### src/shared/cld_pkg.sv
// Package for the charge limit DAC control block: map, codes, ceilings, timing
package cld_pkg;
    // Register byte addresses
    localparam logic [7:0] CLD_REG_VOLT_REQ = 8'h00;
    localparam logic [7:0] CLD_REG_CURR_REQ = 8'h04;
    localparam logic [7:0] CLD_REG_OPTION = 8'h08;
    localparam logic [7:0] CLD_REG_STATUS = 8'h0C;
    localparam logic [7:0] CLD_REG_VDAC = 8'h10;
    localparam logic [7:0] CLD_REG_IDAC = 8'h14;
    // Option bits
    localparam int CLD_OPT_NO_LOW_BIT = 0;
    localparam int CLD_OPT_WAKE_BIT = 1;
    // Status bits
    localparam int CLD_ST_VOR_BIT = 0;
    localparam int CLD_ST_PWRLOST_BIT = 1;
    localparam int CLD_ST_LOWMODE_BIT = 2;
    localparam int CLD_ST_CHARGE_ENABLE_PIN_BIT = 3;
    localparam int CLD_ST_ICLASS_LSB = 4;
    localparam int CLD_ST_VCLASS_LSB = 8;
    // AXI responses
    localparam logic [1:0] CLD_RESP_OKAY = 2'h0;
    localparam logic [1:0] CLD_RESP_SLVERR = 2'h2;
    // Current ceilings in mA per select class, and step per class
    localparam logic [15:0] CLD_CURRENT_CEILING_SELECT_MA [4] = '{16'h03FF, 16'h07FE, 16'h0BFC, 16'h0FFC};
    localparam logic [2:0] CLD_ISTEP_MA [4] = '{3'h1, 3'h2, 3'h4, 3'h4};
    // Voltage ceilings in mV per select class
    localparam logic [15:0] CLD_VOLTAGE_CEILING_SELECT_MV [5] =
        '{16'h2260, 16'h3330, 16'h4400, 16'h54D0, 16'h6D60};
    localparam logic [15:0] CLD_VMIN_MV = 16'h0B54;   // 2900 mV floor of range
    localparam logic [15:0] CLD_VSTEP_MV = 16'h0010;  // 16 mV step
    localparam logic [15:0] CLD_VREF_MV = 16'h04A0;   // 1184 mV reference
    localparam logic [15:0] CLD_WAKE_MA = 16'h0050;   // 80 mA wake current
    localparam int CLD_LOW_DIV = 16;                  // Low mode below 1/16 of ceiling
    localparam int CLD_PWM_DUTY_DEN = 8;              // 1/8 duty gate
    localparam int CLD_FSIG_W = 12;                   // Delta-sigma code width
    // Timing
    localparam int CLD_CLK_HZ = 20000000;
    localparam int CLD_SLOW_BIT_MS = 45;
    localparam int CLD_SLOW_BIT_CYC = (CLD_CLK_HZ / 1000) * CLD_SLOW_BIT_MS;
endpackage

### src/shared/cld_dsm_if.sv
// Interface between the top and the delta-sigma modulator
`timescale 1ns/1ps
`default_nettype none
interface cld_dsm_if;
    logic [11:0] code;
    logic [11:0] full;
    logic step;
    logic bit_out;
    modport ctrl (output code, output full, output step, input bit_out);
    modport dsm (input code, input full, input step, output bit_out);
endinterface
`default_nettype wire

### src/logic/cld_dsm.sv
// First-order delta-sigma modulator, advanced by a step enable
`timescale 1ns/1ps
`default_nettype none
module cld_dsm (
    // Clock and reset
    input wire logic clk,
    input wire logic rstn,
    // Modulator link
    cld_dsm_if.dsm dsm
);
    import cld_pkg::*;

    logic [12:0] acc_q;
    logic [12:0] sum;
    logic bit_q;

    // Reaching or passing full scale emits a one and wraps
    always_comb begin
        sum = acc_q + {1'b0, dsm.code};
    end

    always_ff @(posedge clk) begin
        if (!rstn) begin
            acc_q <= 13'h0000;
            bit_q <= 1'b0;
        end else if (dsm.step) begin
            if (sum >= {1'b0, dsm.full}) begin
                acc_q <= sum - {1'b0, dsm.full};
                bit_q <= 1'b1;
            end else begin
                acc_q <= sum;
                bit_q <= 1'b0;
            end
        end
    end

    assign dsm.bit_out = bit_q;
endmodule
`default_nettype wire

### src/logic/cld_top.sv
// Charge limit DAC control: ceilings, voltage DAC code, current delta-sigma, input FET
//
// The register offsets and register access over AXI4-Lite were chosen for this implementation.
`timescale 1ns/1ps
`default_nettype none
module cld_top
    import cld_pkg::*;
#(
    parameter int SLOW_BIT_CYC = CLD_SLOW_BIT_CYC
) (
    // Clock and reset
    input wire logic clk,
    input wire logic rstn,
    // AXI4-Lite write channels
    input wire logic [7:0] s_axi_awaddr,
    input wire logic s_axi_awvalid,
    output logic s_axi_awready,
    input wire logic [31:0] s_axi_wdata,
    input wire logic [3:0] s_axi_wstrb,
    input wire logic s_axi_wvalid,
    output logic s_axi_wready,
    output logic [1:0] s_axi_bresp,
    output logic s_axi_bvalid,
    input wire logic s_axi_bready,
    // AXI4-Lite read channels
    input wire logic [7:0] s_axi_araddr,
    input wire logic s_axi_arvalid,
    output logic s_axi_arready,
    output logic [31:0] s_axi_rdata,
    output logic [1:0] s_axi_rresp,
    output logic s_axi_rvalid,
    input wire logic s_axi_rready,
    // Decoded select pin classes from the analog window comparators
    input wire logic [1:0] current_ceiling_select,
    input wire logic [2:0] voltage_ceiling_select,
    // Input FET comparators: above +130 mV, above +25 mV, below -25 mV
    input wire logic adapter_above_130,
    input wire logic adapter_above_25,
    input wire logic adapter_below_neg25,
    // Charge enable pin, open drain
    input wire logic charge_enable_pin_in,
    output logic charge_enable_pin_out,
    output logic charge_enable_pin_oe,
    // Input FET gate control
    output logic fet_on,
    output logic fet_off_slow,
    output logic fet_off_fast,
    // DAC outputs
    output logic [15:0] vdac_code,
    output logic idac_switch,
    output logic low_current_mode,
    output logic charging_active
);
    import cld_pkg::*;

    typedef enum logic [1:0] {
        CLD_FET_OFF = 2'b00,
        CLD_FET_ON = 2'b01,
        CLD_FET_SLOW = 2'b11,
        CLD_FET_FAST = 2'b10
    } cld_fet_e;

    // Pin synchronisers
    logic [1:0] ics_m_q, ics_q;
    logic [2:0] vcs_m_q, vcs_q;
    logic [3:0] cmp_m_q, cmp_q;
    logic [3:0] cmp_raw;
    assign cmp_raw = {charge_enable_pin_in, adapter_below_neg25, adapter_above_25,
                      adapter_above_130};

    // First stage feeds only the second stage
    always_ff @(posedge clk) begin
        if (!rstn) begin
            ics_m_q <= 2'h0;
            ics_q <= 2'h0;
            vcs_m_q <= 3'h0;
            vcs_q <= 3'h0;
            cmp_m_q <= 4'h8;
            cmp_q <= 4'h8;
        end else begin
            ics_m_q <= current_ceiling_select;
            ics_q <= ics_m_q;
            vcs_m_q <= voltage_ceiling_select;
            vcs_q <= vcs_m_q;
            cmp_m_q <= cmp_raw;
            cmp_q <= cmp_m_q;
        end
    end

    // Software registers
    logic [15:0] volt_req_q, curr_req_q;
    logic [1:0] option_q;
    logic vor_q;

    // Ceilings; the 5th+ voltage codes clamp to the top class
    logic [15:0] current_ceiling_select_ma, voltage_ceiling_select_mv;
    logic [2:0] vsel;
    assign vsel = (vcs_q > 3'h4) ? 3'h4 : vcs_q;
    assign current_ceiling_select_ma = CLD_CURRENT_CEILING_SELECT_MA[ics_q];
    assign voltage_ceiling_select_mv = CLD_VOLTAGE_CEILING_SELECT_MV[vsel];

    // Voltage DAC code
    logic [15:0] vclamp, vtarget;
    logic vover;
    always_comb begin
        vover = volt_req_q > voltage_ceiling_select_mv;
        vclamp = vover ? voltage_ceiling_select_mv : volt_req_q;
        // whole 16 mV steps above the 2900 mV floor
        // A clamped request lands on the ceiling itself, which need not sit on a step
        if (!vover && vclamp >= CLD_VMIN_MV) begin
            vtarget = vclamp - ((vclamp - CLD_VMIN_MV) % CLD_VSTEP_MV);
        end else begin
            vtarget = vclamp;
        end
    end

    // Current DAC code, in ceiling steps
    logic [15:0] ireq, isat;
    logic [11:0] icode, ifull;
    logic low_want;
    always_comb begin
        // wake current replaces the request; class ceiling and step still apply
        ireq = option_q[CLD_OPT_WAKE_BIT] ? CLD_WAKE_MA : curr_req_q;
        isat = (ireq >= current_ceiling_select_ma) ? current_ceiling_select_ma : ireq;
        // duty is request over ceiling, both in steps
        icode = 12'(isat / 16'(CLD_ISTEP_MA[ics_q]));
        ifull = 12'(current_ceiling_select_ma / 16'(CLD_ISTEP_MA[ics_q]));
        // below one sixteenth of the ceiling
        low_want = (isat < 16'(current_ceiling_select_ma / 16'(CLD_LOW_DIV)))
                 && !option_q[CLD_OPT_NO_LOW_BIT];
    end

    // Input FET state machine
    cld_fet_e fet_q;
    logic ext_low;
    assign ext_low = !cmp_q[3] && charge_enable_pin_oe == 1'b0;

    always_ff @(posedge clk) begin
        if (!rstn) begin
            fet_q <= CLD_FET_OFF;
        end else begin
            unique case (fet_q)
                CLD_FET_OFF: if (cmp_q[0] && !cmp_q[2]) fet_q <= CLD_FET_ON;
                CLD_FET_ON: begin
                    if (cmp_q[2]) fet_q <= CLD_FET_FAST;
                    else if (!cmp_q[1]) fet_q <= CLD_FET_SLOW;
                end
                CLD_FET_SLOW: begin
                    if (cmp_q[2]) fet_q <= CLD_FET_FAST;
                    else if (cmp_q[1]) fet_q <= CLD_FET_ON;
                end
                CLD_FET_FAST: if (!cmp_q[2]) fet_q <= CLD_FET_OFF;
            endcase
        end
    end

    logic fet_good;
    // one condition feeds pin and flag
    assign fet_good = (fet_q == CLD_FET_ON) || (fet_q == CLD_FET_SLOW);

    // Charge enable drive; released only while input is good
    always_ff @(posedge clk) begin
        if (!rstn) begin
            charge_enable_pin_out <= 1'b0;
            charge_enable_pin_oe <= 1'b1;
            fet_on <= 1'b0;
            fet_off_slow <= 1'b0;
            fet_off_fast <= 1'b0;
        end else begin
            charge_enable_pin_out <= 1'b0;
            charge_enable_pin_oe <= !fet_good;
            fet_on <= fet_q == CLD_FET_ON;
            fet_off_slow <= fet_q == CLD_FET_SLOW;
            fet_off_fast <= fet_q == CLD_FET_FAST;
        end
    end

    // Charging qualified by input and by the pin as seen outside
    logic chg_ok;
    // external low stops; stored requests are kept for resume
    assign chg_ok = fet_good && !ext_low && cmp_q[3];

    // Slow step divider for low mode; fast 1/8 gate counter
    logic [31:0] slow_cnt_q;
    logic slow_step;
    logic [2:0] pwm_q;
    assign slow_step = slow_cnt_q == 32'(SLOW_BIT_CYC - 1);
    always_ff @(posedge clk) begin
        if (!rstn || !low_current_mode) begin
            slow_cnt_q <= 32'h0;
        end else if (slow_step) begin
            slow_cnt_q <= 32'h0;
        end else begin
            slow_cnt_q <= slow_cnt_q + 32'h1;
        end
    end
    always_ff @(posedge clk) begin
        if (!rstn) begin
            pwm_q <= 3'h0;
        end else begin
            pwm_q <= pwm_q + 3'h1;
        end
    end

    cld_dsm_if dsm_l ();
    assign dsm_l.code = icode;
    assign dsm_l.full = (ifull == 12'h000) ? 12'h001 : ifull;
    // slow advance in low mode, every clock otherwise
    assign dsm_l.step = low_current_mode ? slow_step : 1'b1;

    cld_dsm u_dsm (
        .clk(clk),
        .rstn(rstn),
        .dsm(dsm_l.dsm)
    );

    // DAC outputs and over-range flag
    always_ff @(posedge clk) begin
        if (!rstn) begin
            vdac_code <= 16'h0000;
            idac_switch <= 1'b0;
            low_current_mode <= 1'b0;
            charging_active <= 1'b0;
            vor_q <= 1'b0;
        end else begin
            low_current_mode <= low_want;
            charging_active <= chg_ok;
            vor_q <= vover;
            if (!chg_ok || vtarget < CLD_VREF_MV) begin
                vdac_code <= 16'h0000;
            end else begin
                vdac_code <= vtarget - CLD_VREF_MV;
            end
            if (!chg_ok) begin
                idac_switch <= 1'b0;
            end else if (low_current_mode) begin
                idac_switch <= dsm_l.bit_out && (pwm_q == 3'(CLD_PWM_DUTY_DEN - 1));
            end else begin
                idac_switch <= dsm_l.bit_out;
            end
        end
    end

    // AXI4-Lite write: take address and data in any order, answer after both
    logic aw_got_q, w_got_q;
    logic [7:0] aw_q;
    logic [31:0] wd_q;
    always_ff @(posedge clk) begin
        if (!rstn) begin
            aw_got_q <= 1'b0;
            w_got_q <= 1'b0;
            aw_q <= 8'h00;
            wd_q <= 32'h0;
            s_axi_bvalid <= 1'b0;
            s_axi_bresp <= CLD_RESP_OKAY;
        end else begin
            if (s_axi_awvalid && s_axi_awready) begin
                aw_got_q <= 1'b1;
                aw_q <= s_axi_awaddr;
            end
            if (s_axi_wvalid && s_axi_wready) begin
                w_got_q <= 1'b1;
                wd_q <= s_axi_wdata;
            end
            if (aw_got_q && w_got_q && !s_axi_bvalid) begin
                s_axi_bvalid <= 1'b1;
                s_axi_bresp <= (aw_q == CLD_REG_VOLT_REQ || aw_q == CLD_REG_CURR_REQ
                                || aw_q == CLD_REG_OPTION) ? CLD_RESP_OKAY : CLD_RESP_SLVERR;
                aw_got_q <= 1'b0;
                w_got_q <= 1'b0;
            end else if (s_axi_bvalid && s_axi_bready) begin
                s_axi_bvalid <= 1'b0;
            end
        end
    end
    assign s_axi_awready = !aw_got_q && !s_axi_bvalid && rstn;
    assign s_axi_wready = !w_got_q && !s_axi_bvalid && rstn;

    // Register writes; low half only, strobes honoured per byte
    logic wr_fire;
    assign wr_fire = aw_got_q && w_got_q && !s_axi_bvalid;
    always_ff @(posedge clk) begin
        if (!rstn) begin
            volt_req_q <= 16'h0000;
            curr_req_q <= 16'h0000;
            option_q <= 2'h0;
        end else if (wr_fire) begin
            if (aw_q == CLD_REG_VOLT_REQ) begin
                if (s_axi_wstrb[0]) volt_req_q[7:0] <= wd_q[7:0];
                if (s_axi_wstrb[1]) volt_req_q[15:8] <= wd_q[15:8];
            end
            if (aw_q == CLD_REG_CURR_REQ) begin
                if (s_axi_wstrb[0]) curr_req_q[7:0] <= wd_q[7:0];
                if (s_axi_wstrb[1]) curr_req_q[15:8] <= wd_q[15:8];
            end
            if (aw_q == CLD_REG_OPTION && s_axi_wstrb[0]) begin
                option_q <= wd_q[1:0];
            end
        end
    end

    // Status word
    logic [31:0] status_w, rd_mux;
    always_comb begin
        status_w = 32'h0;
        status_w[CLD_ST_VOR_BIT] = vor_q;
        status_w[CLD_ST_PWRLOST_BIT] = !fet_good;
        status_w[CLD_ST_LOWMODE_BIT] = low_current_mode;
        status_w[CLD_ST_CHARGE_ENABLE_PIN_BIT] = cmp_q[3];
        status_w[CLD_ST_ICLASS_LSB +: 2] = ics_q;
        status_w[CLD_ST_VCLASS_LSB +: 3] = vcs_q;
        unique case (s_axi_araddr)
            CLD_REG_VOLT_REQ: rd_mux = {16'h0, volt_req_q};
            CLD_REG_CURR_REQ: rd_mux = {16'h0, curr_req_q};
            CLD_REG_OPTION: rd_mux = {30'h0, option_q};
            CLD_REG_STATUS: rd_mux = status_w;
            CLD_REG_VDAC: rd_mux = {16'h0, vdac_code};
            CLD_REG_IDAC: rd_mux = {20'h0, icode};
            default: rd_mux = 32'h0;
        endcase
    end

    // AXI4-Lite read: one cycle to data
    always_ff @(posedge clk) begin
        if (!rstn) begin
            s_axi_rvalid <= 1'b0;
            s_axi_rdata <= 32'h0;
            s_axi_rresp <= CLD_RESP_OKAY;
            s_axi_arready <= 1'b0;
        end else begin
            s_axi_arready <= !s_axi_rvalid && !s_axi_arready && s_axi_arvalid;
            if (s_axi_arvalid && s_axi_arready) begin
                s_axi_rvalid <= 1'b1;
                s_axi_rdata <= rd_mux;
                s_axi_rresp <= (s_axi_araddr <= CLD_REG_IDAC && s_axi_araddr[1:0] == 2'h0)
                               ? CLD_RESP_OKAY : CLD_RESP_SLVERR;
            end else if (s_axi_rvalid && s_axi_rready) begin
                s_axi_rvalid <= 1'b0;
            end
        end
    end

    // Over-range flag follows the clamp one cycle later
    // flag tied to clamp
    a_vor_flag: assert property (@(posedge clk) disable iff (!rstn)
        (volt_req_q > voltage_ceiling_select_mv) |=> vor_q)
        else $error("over-range flag not set");
    a_vdac_offset: assert property (@(posedge clk) disable iff (!rstn)
        (chg_ok && vtarget >= CLD_VREF_MV) |=> vdac_code == $past(vtarget) - CLD_VREF_MV)
        else $error("voltage code offset wrong");
    a_vdac_zero: assert property (@(posedge clk) disable iff (!rstn)
        (vtarget < CLD_VREF_MV) |=> vdac_code == 16'h0000)
        else $error("voltage code not zero");
    a_icode_ceil: assert property (@(posedge clk) disable iff (!rstn)
        icode <= ifull)
        else $error("current code above ceiling");
    a_low_block: assert property (@(posedge clk) disable iff (!rstn)
        option_q[CLD_OPT_NO_LOW_BIT] |=> !low_current_mode)
        else $error("low mode while disabled");
    // gated pulse at most one in eight
    a_low_duty: assert property (@(posedge clk) disable iff (!rstn)
        (low_current_mode && $past(low_current_mode) && idac_switch) |=> !idac_switch[*7])
        else $error("low mode duty above one eighth");
    a_rev_pin: assert property (@(posedge clk) disable iff (!rstn)
        (fet_q == CLD_FET_FAST) |=> charge_enable_pin_oe && !charge_enable_pin_out)
        else $error("charge enable not driven low");
    a_ext_stop: assert property (@(posedge clk) disable iff (!rstn)
        !chg_ok |=> !idac_switch && !charging_active)
        else $error("charging while stopped");
endmodule
`default_nettype wire

### config.mk
export PLATFORM = sky130hd
export DESIGN_NAME = cld_top
export DESIGN_NICKNAME = d
export VERILOG_FILES = /design/src/shared/cld_pkg.sv /design/src/shared/cld_dsm_if.sv /design/src/logic/cld_dsm.sv /design/src/logic/cld_top.sv
export SDC_FILE = /design/constraint.sdc
export NUM_CORES = 1
export LEC_CHECK = 0
export ABC_AREA = 1
export BUFFER_PORTS_ARGS = -buffer_cell sky130_fd_sc_hd__clkbuf_2
export CORE_MARGIN = 2
export CORE_UTILIZATION = 45
export DETAILED_ROUTE_END_ITERATION = 7
export GPL_TIMING_DRIVEN = 0
export PLACE_DENSITY = 0.61
export SETUP_SLACK_MARGIN = 0.02
export SKIP_CTS_REPAIR_TIMING = 1
export SYNTH_ARGS = -nofsm -noshare
export SYNTH_HDL_FRONTEND = slang
export SYNTH_SLANG_ARGS = --single-unit
### constraint.sdc
create_clock -name clk -period 33 [get_ports clk]
set_input_delay 6.6 -clock clk [delete_from_list [all_inputs] [get_ports clk]]
set_output_delay 6.6 -clock clk [all_outputs]
set_load 0.005 [all_outputs]
==> impl_metrics.tcl <==
set metrics [dict create \
    hold_violations 0 \
    vias 14600 \
    worst_slew_pin_slew_ps 861 \
    boundaryPins 133 \
    slowest_stage "nor2_1" \
    grt_pass1_vias 13700 \
    dp_hpwl_microns 32400 \
    synth_cells 2259 \
    cap_violations 0 \
    die_w_microns 184 \
    layout_common_cells "nand2_1 (514), inv_1 (333), nor2_1 (202)" \
    synth-edff-count 0 \
    port_buffers 94 \
    vias_per_cell 5.14 \
    ant_nets 0 \
    syn2layout_area_growth_pct 11.5 \
    slew_viol_final 0 \
    grt_usage 0.239 \
    antenna_found_initial 0 \
    drive_gt1_frac 0.116 \
    h-tree-depth 4 \
    cts_tree "yes" \
    dominantRegCellSynth "dfxtp_1" \
    setup.worst_path.class "register to register" \
    wl_per_cell_microns 14.0 \
    initial_core_util 0.460 \
    worstPathBufferInverterCount 32 \
    seq_area_frac_synth 0.238 \
    die_h_microns 184 \
    gp_congestion 0.908 \
    syn_area_per_cell_sq_um 6.47 \
    cp_top_family "simple AND/OR/NAND/NOR gates" \
    synth_cell_types 62 \
    setup_tns_ps 0 \
    nFillCells 3333 \
    grt_pass1_wl_microns 65900 \
    period_share 0.851 \
    drt_first_pass_iters 5 \
    start_kind "register" \
    finalSetupViolCount 0 \
    netlist_area_sq_um 14600 \
    slew_headroom 0.425 \
    fin_nets 2577 \
    clock_path_buffers 2 \
    grt_setup_unrepaired "no" \
    status "finished, final reports clean" \
    cp_common_cell "nand2_1" \
    seq_area_sq_um 3480 \
    rows 65 \
    fp.coreArea_sq_um 31800 \
    grt_max_degree 35 \
    path_max_fanout 16 \
    path_clk_slew_ps 70 \
    cp-end-kind "register" \
    arrival_ps 28480 \
    max_stage_delay_ps 540 \
    synth_warnings 0 \
    cts_buffers 17 \
    root_buffer "clkbuf_16" \
    first_iter_violations 796 \
    wirelength_microns 39800 \
    cts_sinks 174 \
    required_ps 33390 \
    diodes 0 \
    finalCriticalPeriod_ps 28090 \
    final_common_cell "nand2_1" \
    synth-seq-cells 174 \
    fin_skew_ps 7.93 \
    multi_input_area_sq_um 9510 \
    timing.fmax_mhz 35.6 \
    die_area_sq_um 33900 \
    clkLatencyLatePin_ps 440 \
    grt-ovfl-total 0 \
    drc_errors 0 \
    hold_path.class "register to register" \
    synth-async-reset-ratio 0 \
]
## worst paths after layout
kind / startpoint / to / slack [ps] / cells after the start
setup / recovery: ics_q[1] / u_dsm.acc_q[9] / 4910 / 169
hold / removal: cmp_m_q[1] / cmp_q[1] / 410 / 2
setup reg to reg: ics_q[1] / u_dsm.acc_q[9] / 4910 / 169
hold reg to reg: cmp_m_q[1] / cmp_q[1] / 410 / 2
## cell usage after synthesis, types with 11 or more instances
cell / n / area share
nor2_1: 202 / 0.052
buf_4: 20 / 0.010
o21ai_1: 13 / 0.0045
ha_1: 108 / 0.092
nand3_1: 129 / 0.044
nor2_4: 13 / 0.010
nand2_2: 24 / 0.010
or2_2: 14 / 0.0060
nor3_1: 45 / 0.015
inv_2: 16 / 0.0041
xnor2_1: 28 / 0.017
dfxtp_1: 174 / 0.24
a21oi_1: 165 / 0.057
xor2_1: 49 / 0.029
nand3_2: 24 / 0.016
clkbuf_1: 38 / 0.0098
inv_1: 333 / 0.086
nand4_1: 49 / 0.021
o21ai_0: 135 / 0.046
o21bai_1: 11 / 0.0057
nor4_1: 12 / 0.0051
nand2_1: 514 / 0.13
## routing by layer
layer / vias up / part of all wire / global-route usage
met4: 0 / 0.017 / 0.0518
met5: - / 0 / 0
met3: 59 / 0.040 / 0.0300
met1: 6627 / 0.46 / 0.302
li1: 7636 / - / -
met2: 308 / 0.48 / 0.431
## sequential cells by signal, indices dropped and copies added (netlist names), 2 cells and up
register / count
slow_cnt_q: 32
curr_req_q: 16
s_axi_rdata: 16
vdac_code: 16
volt_req_q: 16
wd_q: 16
u_dsm.acc_q: 13
aw_q: 8
cmp_m_q: 4
cmp_q: 4
pwm_q: 3
vcs_m_q: 3
vcs_q: 3
fet_q: 2
ics_m_q: 2
ics_q: 2
option_q: 2
## area by class of cell
cell class | instances | area share
Clock buffer | 19 | 0.0272
Tap cell | 435 | 0.0334
Buffer | 66 | 0.0230
Inverter | 356 | 0.0824
Timing Repair Buffer | 94 | 0.0289
Sequential cell | 174 | 0.214
Clock inverter | 13 | 0.00714
Multi-Input combinational cell | 1690 | 0.584
## through the flow
step,instances,instance area [sq um],hold WS (ps),utilization,setup WS (ps)
after floorplan,2286,14700,390,-,10220
after global placement,2815,15700,394,0.495,5500
after global routing,2847,16300,435,0.512,1910
final,2847,16300,411,0.512,4910
after detailed placement,2815,15700,397,0.495,5180
after CTS,2847,16300,417,0.512,5070
## kinds of logic (layout without fill, tap and decap cells)
group / count (synthesis) / in the layout / synth area share
AOI/OAI and AO/OA: 399 / 399 / 0.153
adders and majority gates: 111 / 111 / 0.0959
and+or+nand+nor: 1074 / 1074 / 0.348
buffers and inverters: 422 / 548 / 0.118
other: 1 / 28 / 0.000257
DFF: 174 / 174 / 0.238
xor gates and xnor gates: 77 / 77 / 0.0461
muxes: 1 / 1 / 0.000770
## tightest hold or removal path, cell delays in order, from the launching register on
cell and delay (ps):
dfxtp_1 310, nand2_1 50, inv_1 40
Power is left out: the tool's default activity adds up to more than one toggle a clock period on the data nets, which glitch-free logic cannot reach.
